==> src/hw/snf_defs.vh <==
// Purpose: Constants for the nibble FIFO host controller
// Assumes: 40 MHz core clock
// Notes: Times in ns, cycle counts derived
`ifndef SNF_DEFS_VH
`define SNF_DEFS_VH
`define SNF_CLK_PERIOD_NS 25
`define SNF_WORD_W 4
`define SNF_DEPTH 64
`define SNF_BUF_DEPTH 8
`define SNF_BUF_AW 3
`define SNF_SETTLE_NS 250
`define SNF_SETTLE_CYC ((`SNF_SETTLE_NS + `SNF_CLK_PERIOD_NS - 1) / `SNF_CLK_PERIOD_NS)
`define SNF_TRANSIT_MAX_NS 32000
`define SNF_TRANSIT_MAX_CYC (`SNF_TRANSIT_MAX_NS / `SNF_CLK_PERIOD_NS)
`define SNF_CNT_W 11
`endif

==> src/hw/snf_stream_buffer.v <==
// Purpose: Small valid/ready FIFO in the write data path
// Assumes: Single clock, synchronous reset
// Notes: Width and depth are parameters
`timescale 1ns/10ps
module snf_stream_buffer #(
   parameter WIDTH = 4,
   parameter DEPTH = 8,
   parameter AW = 3
)
(
   // Clock and reset
   input wire core_clk,
   input wire sys_rst,
   // Fill side
   input wire inValid,
   output wire inReady,
   input wire [WIDTH-1:0] inData,
   // Drain side
   output wire outValid,
   input wire outReady,
   output wire [WIDTH-1:0] outData
);
   reg [WIDTH-1:0] mem [0:DEPTH-1];
   reg [AW-1:0] wrPtr;
   reg [AW-1:0] rdPtr;
   reg [AW:0] count;
   wire doWrite;
   wire doRead;
   assign inReady = (count != DEPTH[AW:0]);
   assign outValid = (count != {(AW+1){1'b0}});
   assign outData = mem[rdPtr];
   assign doWrite = inValid && inReady;
   assign doRead = outValid && outReady;
   always @(posedge core_clk)
   begin
      if (doWrite)
      begin
         mem[wrPtr] <= inData;
      end
   end
   always @(posedge core_clk)
   begin
      if (sys_rst)
      begin
         wrPtr <= {AW{1'b0}};
         rdPtr <= {AW{1'b0}};
         count <= {(AW+1){1'b0}};
      end
      else
      begin
         if (doWrite)
         begin
            wrPtr <= (wrPtr == DEPTH[AW-1:0] - 1'b1) ? {AW{1'b0}} : wrPtr + 1'b1;
         end
         if (doRead)
         begin
            rdPtr <= (rdPtr == DEPTH[AW-1:0] - 1'b1) ? {AW{1'b0}} : rdPtr + 1'b1;
         end
         if (doWrite && !doRead)
         begin
            count <= count + 1'b1;
         end
         else if (doRead && !doWrite)
         begin
            count <= count - 1'b1;
         end
      end
   end
endmodule

==> src/hw/snf_host_ctrl.v <==
// Purpose: Host controller driving a self-timed 64x4 nibble FIFO
// Assumes: FIFO pins are asynchronous, synchronised here
// Notes: Writes pass an 8-word buffer before the FIFO load port
`timescale 1ns/10ps
`include "snf_defs.vh"
module snf_host_ctrl
(
   // Clock and reset
   input wire core_clk,
   input wire sys_rst,
   // User write stream
   input wire wrValid,
   output wire wrReady,
   input wire [`SNF_WORD_W-1:0] wrData,
   // User read stream
   output reg rdValid,
   input wire rdReady,
   output reg [`SNF_WORD_W-1:0] rdData,
   // FIFO load side pins
   output reg loadStrobe,
   output reg [`SNF_WORD_W-1:0] write_nibble,
   input wire load_side_ready,
   // FIFO unload side pins
   output reg unloadStrobe,
   input wire [`SNF_WORD_W-1:0] read_nibble,
   input wire outputValid,
   // Status
   output reg transitTimeout
);
   // ----------------------------------------
   // Pin synchronisers
   // ----------------------------------------
   reg [1:0] rdySync;
   reg [1:0] ovSync;
   reg [`SNF_WORD_W-1:0] rdSync0;
   reg [`SNF_WORD_W-1:0] rdSync1;
   wire rdyS = rdySync[1];
   wire ovS = ovSync[1];
   always @(posedge core_clk)
   begin
      if (sys_rst)
      begin
         rdySync <= 2'h0;
         ovSync <= 2'h0;
         rdSync0 <= 4'h0;
         rdSync1 <= 4'h0;
      end
      else
      begin
         rdySync <= {rdySync[0], load_side_ready};
         ovSync <= {ovSync[0], outputValid};
         rdSync0 <= read_nibble;
         rdSync1 <= rdSync0;
      end
   end

   // ----------------------------------------
   // Write buffer
   // ----------------------------------------
   wire bufValid;
   wire [`SNF_WORD_W-1:0] bufData;
   reg bufTake;
   snf_stream_buffer #(
      .WIDTH(`SNF_WORD_W),
      .DEPTH(`SNF_BUF_DEPTH),
      .AW(`SNF_BUF_AW)
   ) uBuf (
      .core_clk(core_clk),
      .sys_rst(sys_rst),
      .inValid(wrValid),
      .inReady(wrReady),
      .inData(wrData),
      .outValid(bufValid),
      .outReady(bufTake),
      .outData(bufData)
   );

   // ----------------------------------------
   // Load handshake
   // ----------------------------------------
   localparam [2:0] L_IDLE = 3'h1;
   localparam [2:0] L_HIGH = 3'h2;
   localparam [2:0] L_LOW = 3'h4;
   reg [2:0] lState;
   reg [2:0] next_lState;
   always @*
   begin
      next_lState = lState;
      bufTake = 1'b0;
      case (lState)
         L_IDLE:
         begin
            // Start only once load-ready is back high
            if (bufValid && rdyS)
            begin
               next_lState = L_HIGH;
               bufTake = 1'b1;
            end
         end
         L_HIGH:
         begin
            if (!rdyS)
            begin
               next_lState = L_LOW;
            end
         end
         L_LOW:
         begin
            next_lState = L_IDLE;
         end
         default:
         begin
            next_lState = L_IDLE;
         end
      endcase
   end
   always @(posedge core_clk)
   begin
      if (sys_rst)
      begin
         lState <= L_IDLE;
         loadStrobe <= 1'b0;
         write_nibble <= 4'h0;
      end
      else
      begin
         lState <= next_lState;
         if (bufTake)
         begin
            write_nibble <= bufData;
            loadStrobe <= 1'b1;
         end
         else if (lState == L_HIGH && !rdyS)
         begin
            loadStrobe <= 1'b0;
         end
      end
   end

   // ----------------------------------------
   // Unload handshake
   // ----------------------------------------
   localparam [2:0] U_IDLE = 3'h1;
   localparam [2:0] U_HIGH = 3'h2;
   localparam [2:0] U_WAIT = 3'h4;
   reg [2:0] uState;
   always @(posedge core_clk)
   begin
      if (sys_rst)
      begin
         uState <= U_IDLE;
         unloadStrobe <= 1'b0;
         rdValid <= 1'b0;
         rdData <= 4'h0;
      end
      else
      begin
         if (rdValid && rdReady)
         begin
            rdValid <= 1'b0;
         end
         case (uState)
            U_IDLE:
            begin
               // Valid low means empty: no unload
               if (ovS && !(rdValid && !rdReady))
               begin
                  rdData <= rdSync1;
                  rdValid <= 1'b1;
                  unloadStrobe <= 1'b1;
                  uState <= U_HIGH;
               end
            end
            U_HIGH:
            begin
               if (!ovS)
               begin
                  unloadStrobe <= 1'b0;
                  uState <= U_WAIT;
               end
            end
            U_WAIT:
            begin
               uState <= U_IDLE;
            end
            default:
            begin
               uState <= U_IDLE;
            end
         endcase
      end
   end

   // ----------------------------------------
   // Transit watchdog
   // ----------------------------------------
   // Flags data loaded but nothing visible after the longest transit
   reg [`SNF_CNT_W-1:0] transitCnt;
   reg [6:0] held;
   wire loadDone = (lState == L_LOW);
   wire unloadDone = (uState == U_WAIT);
   always @(posedge core_clk)
   begin
      if (sys_rst)
      begin
         held <= 7'h00;
         transitCnt <= 11'h000;
         transitTimeout <= 1'b0;
      end
      else
      begin
         if (loadDone && !unloadDone)
         begin
            held <= held + 7'h01;
         end
         else if (unloadDone && !loadDone && held != 7'h00)
         begin
            held <= held - 7'h01;
         end
         if (held == 7'h00 || ovS)
         begin
            transitCnt <= 11'h000;
         end
         else if (transitCnt != `SNF_TRANSIT_MAX_CYC)
         begin
            transitCnt <= transitCnt + 11'h001;
         end
         if (transitCnt == `SNF_TRANSIT_MAX_CYC)
         begin
            transitTimeout <= 1'b1;
         end
         else if (ovS)
         begin
            transitTimeout <= 1'b0;
         end
      end
   end
endmodule

==> config.mk <==
export PLATFORM = sky130hd
export DESIGN_NAME = snf_host_ctrl
export DESIGN_NICKNAME = d
export VERILOG_FILES = /design/src/hw/snf_stream_buffer.v /design/src/hw/snf_host_ctrl.v
export VERILOG_INCLUDE_DIRS = /design/src /design/src/hw
export SDC_FILE = /design/constraint.sdc
export NUM_CORES = 1
export LEC_CHECK = 0
export BUFFER_PORTS_ARGS = -buffer_cell sky130_fd_sc_hd__buf_2
export CAP_MARGIN = 25
export CORE_MARGIN = 4
export CORE_UTILIZATION = 60
export DETAILED_ROUTE_END_ITERATION = 7
export GPL_ROUTABILITY_DRIVEN = 1
export MAX_ROUTING_LAYER = met4
export PLACE_DENSITY = 0.89
export SKIP_CTS_REPAIR_TIMING = 1
export SLEW_MARGIN = 20
export SYNTH_ARGS = -nofsm -noshare
export SYNTH_HDL_FRONTEND = slang
export SYNTH_SLANG_ARGS = --single-unit
==> constraint.sdc <==
create_clock -name core_clk -period 4.83 [get_ports core_clk]
set_input_delay 0.483 -clock core_clk [delete_from_list [all_inputs] [get_ports core_clk]]
set_output_delay 0.483 -clock core_clk [all_outputs]
set_load 0.01 [all_outputs]
==> metrics.txt, run 1 <==
Root Driver clkbuf_8; number of port buffers 26; IO Count 27; worst path required time between 5000 and 6000 ps; DR iter-0 viols about 180; DRC errors left 0; post-synthesis average cell area roughly 11 sq um; post-synthesis sequential area ratio between 50% and 60%; RSZ-0062 raised after global routing no; Site Rows 28; Synth Flop Type dfxtp_1; Async SR Flop Fraction 0%; core area around 0.006 sq mm; r2r endpoint uBuf.count[3]; CTS max path bufs 2; die height just under 90 um; worst-skew pair later-pin latency ~360 ps; area of the multi-input gates between 0.0015 and 0.002 sq mm; GP Congestion a little over 0.8; final setup vio count 0; Worst Max-Slew Pin Slew 921 ps; pin count of the biggest net entering global routing 52; worst hold start outputValid; vias in the first global route 2350; Nets ~380; placed cell area a little under 0.004 sq mm; Sequential Area 0.00212 sq mm; Die Area ~0.0076 sq mm; Critical Path Source Type flop; f_max between 300 and 400 MHz; Logic pwr share a little over an eighth; Arr. time, crit path between 3000 and 4000 ps; Leakage ~1.6 nW; Hold Path Depth 2; crit-path max FO 15; FF-to-FF path depth 10; Yosys reg bits 90; H-tree Lvls 3; Switching Share 26.3%; initial antenna violation count 0; syn_nets ~360; Die X-Extent between 80 and 90 um; power share of the clock group a little under a third; headroom to the max-slew limit about two fifths; EDFF count, synth 32; flop2flop setup slack between 1500 and 2000 ps; vias per inst 5.60; final WL between 6000 and 7000 um; grt total ovfl 0; Yosys warning count 0; Max Cap Viol 0; post-route cell area about 0.0041 sq mm; n_diodes 0; Max VDD drop 0.347 mV; sequential share of power 54.9%; reg2reg start uBuf.count[0]; Mapped Cells between 300 and 400; clock slew at reported path FFs approximately 80 ps; area added between synthesis and finish 10.1%; initial core utilization between 60% and 70%; sw power slightly above 0.0004 W; met3 wire len 219 um; Fin. Hold Viols 0; PD cells between 300 and 400 mW/mm^2; TritonCTS clock tree done; DP HPWL about 4400 um; routed wire length per instance approximately 14 um; fraction of layout cells with a size suffix above 1 around 16%; via count about 2400; Final period util around 60%; worst hold path type input pin to flop; first-pass GRT wire length roughly 11000 um; # fillers ~420; Distinct cells, synth 46; DR pass1 iterations 4; setup TNS 0 ps; highest metal used met4; outcome completed; internal cell power 0.00117 W; Crit Path Class flop to flop; CP Capture Type flop; number of routed nets with antenna violations 0; Hold Path End ovSync[0]; Num CTS Buffers 9; GR Util All Layers a little under a fifth; WL met2 3080 um; met1 wire length between 2000 and 3000 um; Final Max Tran Viols 0; Clock Sinks 90; Layout Skew between 15 and 20 ps; Syn Std Cell Area between 0.003 and 0.004 sq mm; Final Critical Period just under 3000 ps
## cell families after synthesis
kind of cell | count (synthesis) | synth area share (%)
simple gates | 130 | 17.9
flops | 90 | 56.6
compound gates | 39 | 6.11
mux | 20 | 8.04
buf+inv | 18 | 1.90
xor+xnor | 16 | 3.74
fa+ha+maj | 16 | 5.74
## final cells by class
cell class | count | area share [%]
Sequential cell | 90 | 51.4
Multi-Input combinational cell | 221 | 37.7
Tap cell | 75 | 2.27
Clock buffer | 11 | 3.94
Timing Repair Buffer | 26 | 3.15
Clock inverter | 5 | 1.00
Inverter | 6 | 0.545
## per-stage QoR
stage / total power, W / hold WS, ps / utilization (%) / std cells / setup slack [ps]
6_report: 0.00158 / 340 / 68.9 / 434 / 1900
5_1_grt: 0.00166 / 336 / 68.9 / 434 / 1710
4_1_cts: 0.00159 / 328 / 68.9 / 434 / 1910
3_5_place_dp: 0.00109 / 428 / 65.5 / 418 / 1940
3_3_place_gp: 0.00108 / 419 / 65.5 / 418 / 2080
2_1_floorplan: 0.00104 / 414 / - / 329 / 2210
## per-layer routing
| layer | up-vias | global-route usage (%) |
|---|---|---|
| met5 | - | - |
| met4 | 0 | 6.80 |
| met3 | 6 | 4.92 |
| met2 | 39 | 29.0 |
| met1 | 1168 | 25.0 |
| li1 | 1217 | - |
## power by group through the flow
stage               registers, W  clock network [W]  logic, W
floorplan               0.000873                  0  0.000163
global placement        0.000881                  0  0.000196
detailed placement      0.000885                  0  0.000209
CTS                     0.000868           0.000515  0.000211
global route            0.000874           0.000548  0.000235
finish                  0.000868           0.000504  0.000208
## how the worst max path moves through the flow
stage	from	end	slack, ps
after floorplan	uBuf.count[0]	uBuf.count[3]	2210
after global placement	uBuf.count[0]	uBuf.count[3]	2080
after detailed placement	uBuf.count[0]	uBuf.count[3]	1940
after CTS	uBuf.count[0]	uBuf.count[3]	1910
after global routing	uBuf.count[0]	uBuf.count[3]	1710
final	uBuf.count[0]	uBuf.count[3]	1900
## Yosys cell counts (3+ instances only)
library cell | n | area [sq um]
nor2b_1 | 13 | 81.3
inv_1 | 4 | 15.0
nor4_1 | 3 | 18.8
a21o_1 | 4 | 30.0
nand2_1 | 27 | 101
clkbuf_1 | 7 | 26.3
nand2b_1 | 6 | 37.5
o21ai_0 | 3 | 15.0
nor2_1 | 41 | 154
ha_1 | 14 | 175
xor2_1 | 8 | 70.1
buf_2 | 3 | 15.0
xnor2_1 | 8 | 70.1
dfxtp_1 | 58 | 1160
or3_1 | 3 | 18.8
nand4_1 | 3 | 18.8
mux2i_1 | 11 | 110
edfxtp_1 | 32 | 961
nand4b_1 | 3 | 26.3
nor3_1 | 9 | 45.0
nand3_1 | 5 | 25.0
mux4_2 | 8 | 180
a21oi_1 | 25 | 125
## critical path, cell delays in order, from the launching register on
cell and delay [ps]:
dfxtp_1 450, nor4_1 100, or4_1 690, ha_1 360, inv_1 130, ha_1 240
a21o_1 170, a21oi_1 190, xnor2_1 90, or3_1 300, a21oi_1 140
## layout by cell type (no fill, tap or decap), types with 2 or more instances in the layout
cell type  instances
dfxtp_1           58
nor2_1            41
edfxtp_1          32
nand2_1           27
buf_2             26
a21oi_1           25
ha_1              14
nor2b_1           13
mux2i_1           11
clkbuf_8          10
nor3_1             9
xnor2_1            8
xor2_1             8
mux4_2             8
nand2b_1           6
nand3_1            5
inv_1              4
a21o_1             4
nor4_1             3
nand4b_1           3
nand4_1            3
o21ai_0            3
or3_1              3
inv_6              3
inv_2              2
or4_1              2
or2_1              2
nor4b_1            2
nor3b_1            2
o21ai_1            2
fa_1               2
## sequential cells by signal, indices dropped and copies added, names as in the netlist
register	cells
uBuf.mem	32
transitCnt	11
held	7
rdData	4
rdSync0	4
rdSync1	4
uBuf.count	4
write_nibble	4
lState	3
uBuf.rdPtr	3
uBuf.wrPtr	3
uState	3
ovSync	2
rdySync	2
loadStrobe	1
rdValid	1
transitTimeout	1
unloadStrobe	1
Note: power is estimated with default switching activity, not from simulation.
==> run 2, diff against run 1 <==
--- a/config.mk
+++ b/config.mk
@@ -6,14 +6,15 @@
 export SDC_FILE = /design/constraint.sdc
 export NUM_CORES = 1
 export LEC_CHECK = 0
+export ABC_AREA = 1
 export BUFFER_PORTS_ARGS = -buffer_cell sky130_fd_sc_hd__buf_2
 export CAP_MARGIN = 25
 export CORE_MARGIN = 4
-export CORE_UTILIZATION = 60
+export CORE_UTILIZATION = 54
 export DETAILED_ROUTE_END_ITERATION = 7
 export GPL_ROUTABILITY_DRIVEN = 1
 export MAX_ROUTING_LAYER = met4
-export PLACE_DENSITY = 0.89
+export PLACE_DENSITY = 0.85
 export SKIP_CTS_REPAIR_TIMING = 1
 export SLEW_MARGIN = 20
 export SYNTH_ARGS = -nofsm -noshare
==> constraint.sdc (replaced) <==
create_clock -name core_clk -period 2.4 [get_ports core_clk]
set_input_delay 0.24 -clock core_clk [delete_from_list [all_inputs] [get_ports core_clk]]
set_output_delay 0.24 -clock core_clk [all_outputs]
set_load 0.01 [all_outputs]
==> run 2 against run 1 <==
  * Register-to-register slack worse by 1600 ps
  * Non-clock buffer count increased by 5
  * Hold slack worse by 270 ps
  * Setup slack worse by 1600 ps
  * Cell area increased by 4.8%
  * Total power increased by 100%
  * Sequential cell count stayed put
  * Clock skew shrank 8.2 ps
  * Die area rose by 14%
  * Global-route usage increased by 0.69 points
  * Cell count increased by 35%
  * Critical path type unchanged
  * Largest power group unchanged
==> metrics.txt, run 2 <==
Critical Path Source Type flop; most common library cells after synthesis nor2_1, nand2_1, dfxtp_1, inv_1, o21ai_0; Yosys warning count 0; GP Congestion roughly 0.85; most common cell after layout, fill and taps aside nor2_1; Regs by FF count uBuf.mem: 32 flops, transitCnt: 11 flops, held: 7 flops; Root Driver clkbuf_8; Yosys reg bits 90; worst setup margin between 200 and 300 ps; CP cell instances nor2_1 -> nand3_1 -> nand2_1 -> inv_1 -> ha_1 -> inv_1 -> ha_1 -> a21oi_1 -> nand2_1 -> xor2_1 -> nand2_1 -> a21oi_1; clock slew at reported path FFs ~90 ps; fraction of layout cells with a size suffix above 1 a little under an eighth; CP max stage delay roughly 370 ps; Max Cap Viol 0; post-synthesis average cell area between 8 and 9 sq um; headroom to the max-slew limit 70.1%; DP HPWL between 5000 and 6000 um; Pwr Total around 0.0032 W; Reg with most FFs uBuf.mem; die height 92.9 um; area added between synthesis and finish 11.2%; EDFF count, synth 32; number of port buffers 26; Final period util between 80 and 90%; crit-path max FO 6; routed wire length per instance about 13 um; worst hold path type input pin to flop; DR iter-0 viols between 100 and 150; CP Capture Type flop; via count between 3000 and 4000; first-pass GRT wire length about 13000 um; vias per inst around 5.2; initial antenna violation count 0; top cells by area, synth dfxtp_1, edfxtp_1, nor2_1, nand2_1, inv_1; post-layout util approximately 63%; Largest register FFs 32; Leakage roughly 1.9 nW; grt total ovfl 0; IO Count 27; RSZ-0062 raised after global routing no; worst path required time 2690 ps; GR Util All Layers 19.8%; outcome completed; Post-Place Setup Slack 317 ps; final setup vio count 0; worst-skew pair later-pin latency 360 ps; number of routed nets with antenna violations 0; most frequent CP cell nand2_1; Worst Max-Slew Pin Slew about 450 ps; Max VDD drop roughly 0.5 mV; Bufs and invs on worst path 2; Async SR Flop Fraction 0%; Mapped Cells around 460; Final Max Tran Viols 0; most frequent cells in the layout nor2_1, nand2_1, dfxtp_1; PD cells ~730 mW/mm^2; final WL 7800 um; Crit Path Class flop to flop; Final Critical Period roughly 2100 ps; H-tree Lvls 3; DRC errors left 0; flop2flop setup slack 290 ps; Die Area 0.00863 sq mm; Yosys top cell area share 29.8%; Arr. time, crit path between 2000 and 2500 ps; DR pass1 iterations 5; n_diodes 0; CTS max path bufs 2; initial core utilization a little under three fifths; CP top delay family simple AND/OR/NAND/NOR gates; post-synthesis sequential area ratio a little over half; core area between 0.006 and 0.007 sq mm; Site Rows 30; Synth Flop Type dfxtp_1; most common cell in the synthesized netlist nor2_1; TritonCTS clock tree done; syn_nets a little under 500; Fin. Hold Viols 0; vias in the first global route about 3000; Syn Std Cell Area 0.00389 sq mm; # fillers 558; Nets 517; Die X-Extent roughly 93 um; setup TNS 0 ps; Crit-path slowest cell dfxtp_1; Distinct cells, synth 32; pin count of the biggest net entering global routing 27; f_max roughly 470 MHz; Clock Sinks 90; Layout Skew between 7 and 8 ps; Synth area leader dfxtp_1; Num CTS Buffers 9
==> run 2: cell types whose count changed in the layout (fill, tap and decap cells not counted), sizes merged, moves of 4 or more <==
cell    before  now
mux2i       11    0
nor2b       13    0
nand3        5   24
o21ai        5   37
a21o         4    0
inv         10   57
nor2        42   89
buf         26   31
nand2       27   76
xor2         8    4
mux4         8    0
nand2b       6    0
xnor2        8    2
==> run 2: path summary, 6_finish.rpt <==
| path | depth (start not counted) | from | endpoint |
|---|---|---|---|
| min | 3 | read_nibble[1] | rdSync0[1] |
| max reg2reg | 12 | uBuf.count[0] | uBuf.count[3] |
| min reg2reg | 2 | ovSync[0] | ovSync[1] |
| max | 12 | uBuf.count[0] | uBuf.count[3] |
==> run 2: logic make-up after synthesis <==
group	synth area share [%]
compound gates	9.04
simple gates	23.2
flops	54.5
buf+inv	6.37
xor+xnor	1.35
fa+ha+maj	5.53
==> run 2: layout make-up <==
cell class | count | area (sq um) | share of cell area, %
flip-flops and latches | 90 | 2120 | 49.1
multi-input cells | 301 | 1520 | 35.2
inverters | 54 | 203 | 4.69
repair buffers | 31 | 168 | 3.88
clock buffers | 10 | 128 | 2.95
well taps | 96 | 120 | 2.78
clock inverters | 6 | 63.8 | 1.48
==> run 2: metrics by stage <==
step | area [sq um] | instances | hold slack [ps]
5_1_grt | 4330 | 588 | 83.5
6_report | 4330 | 588 | 74.6
3_5_place_dp | 4130 | 572 | 398
4_1_cts | 4330 | 588 | 71.4
2_1_floorplan | 3890 | 455 | 339
3_3_place_gp | 4130 | 572 | 391
==> run 2: layer usage <==
metal	part of all wire (%)	global-route usage (%)	wire (um)	up-vias
met3	3.8	2.76	295	16
met1	44	23.3	3440	1435
met4	2.7	10.5	210	0
li1	-	-	-	1551
met5	0	-	0	-
met2	49	33.0	3860	80
==> run 2: worst register-to-register path, cell delays in order, from the launching register on <==
cell and delay, ps:
dfxtp_1 370, nor2_1 160, nand3_1 100, nand2_1 160, inv_1 80, ha_1 210
inv_1 110, ha_1 270, a21oi_1 170, nand2_1 80, xor2_1 130, nand2_1 60
a21oi_1 120
==> run 2: power by group <==
| part | internal (W) | switching, W | leakage, nW |
|---|---|---|---|
| Clock | 0.000486 | 0.000528 | 0.101 |
| Sequential | 0.00167 | 0.0000686 | 0.763 |
| Combinational | 0.000163 | 0.000262 | 0.990 |
| Total | 0.00232 | 0.000859 | 1.85 |
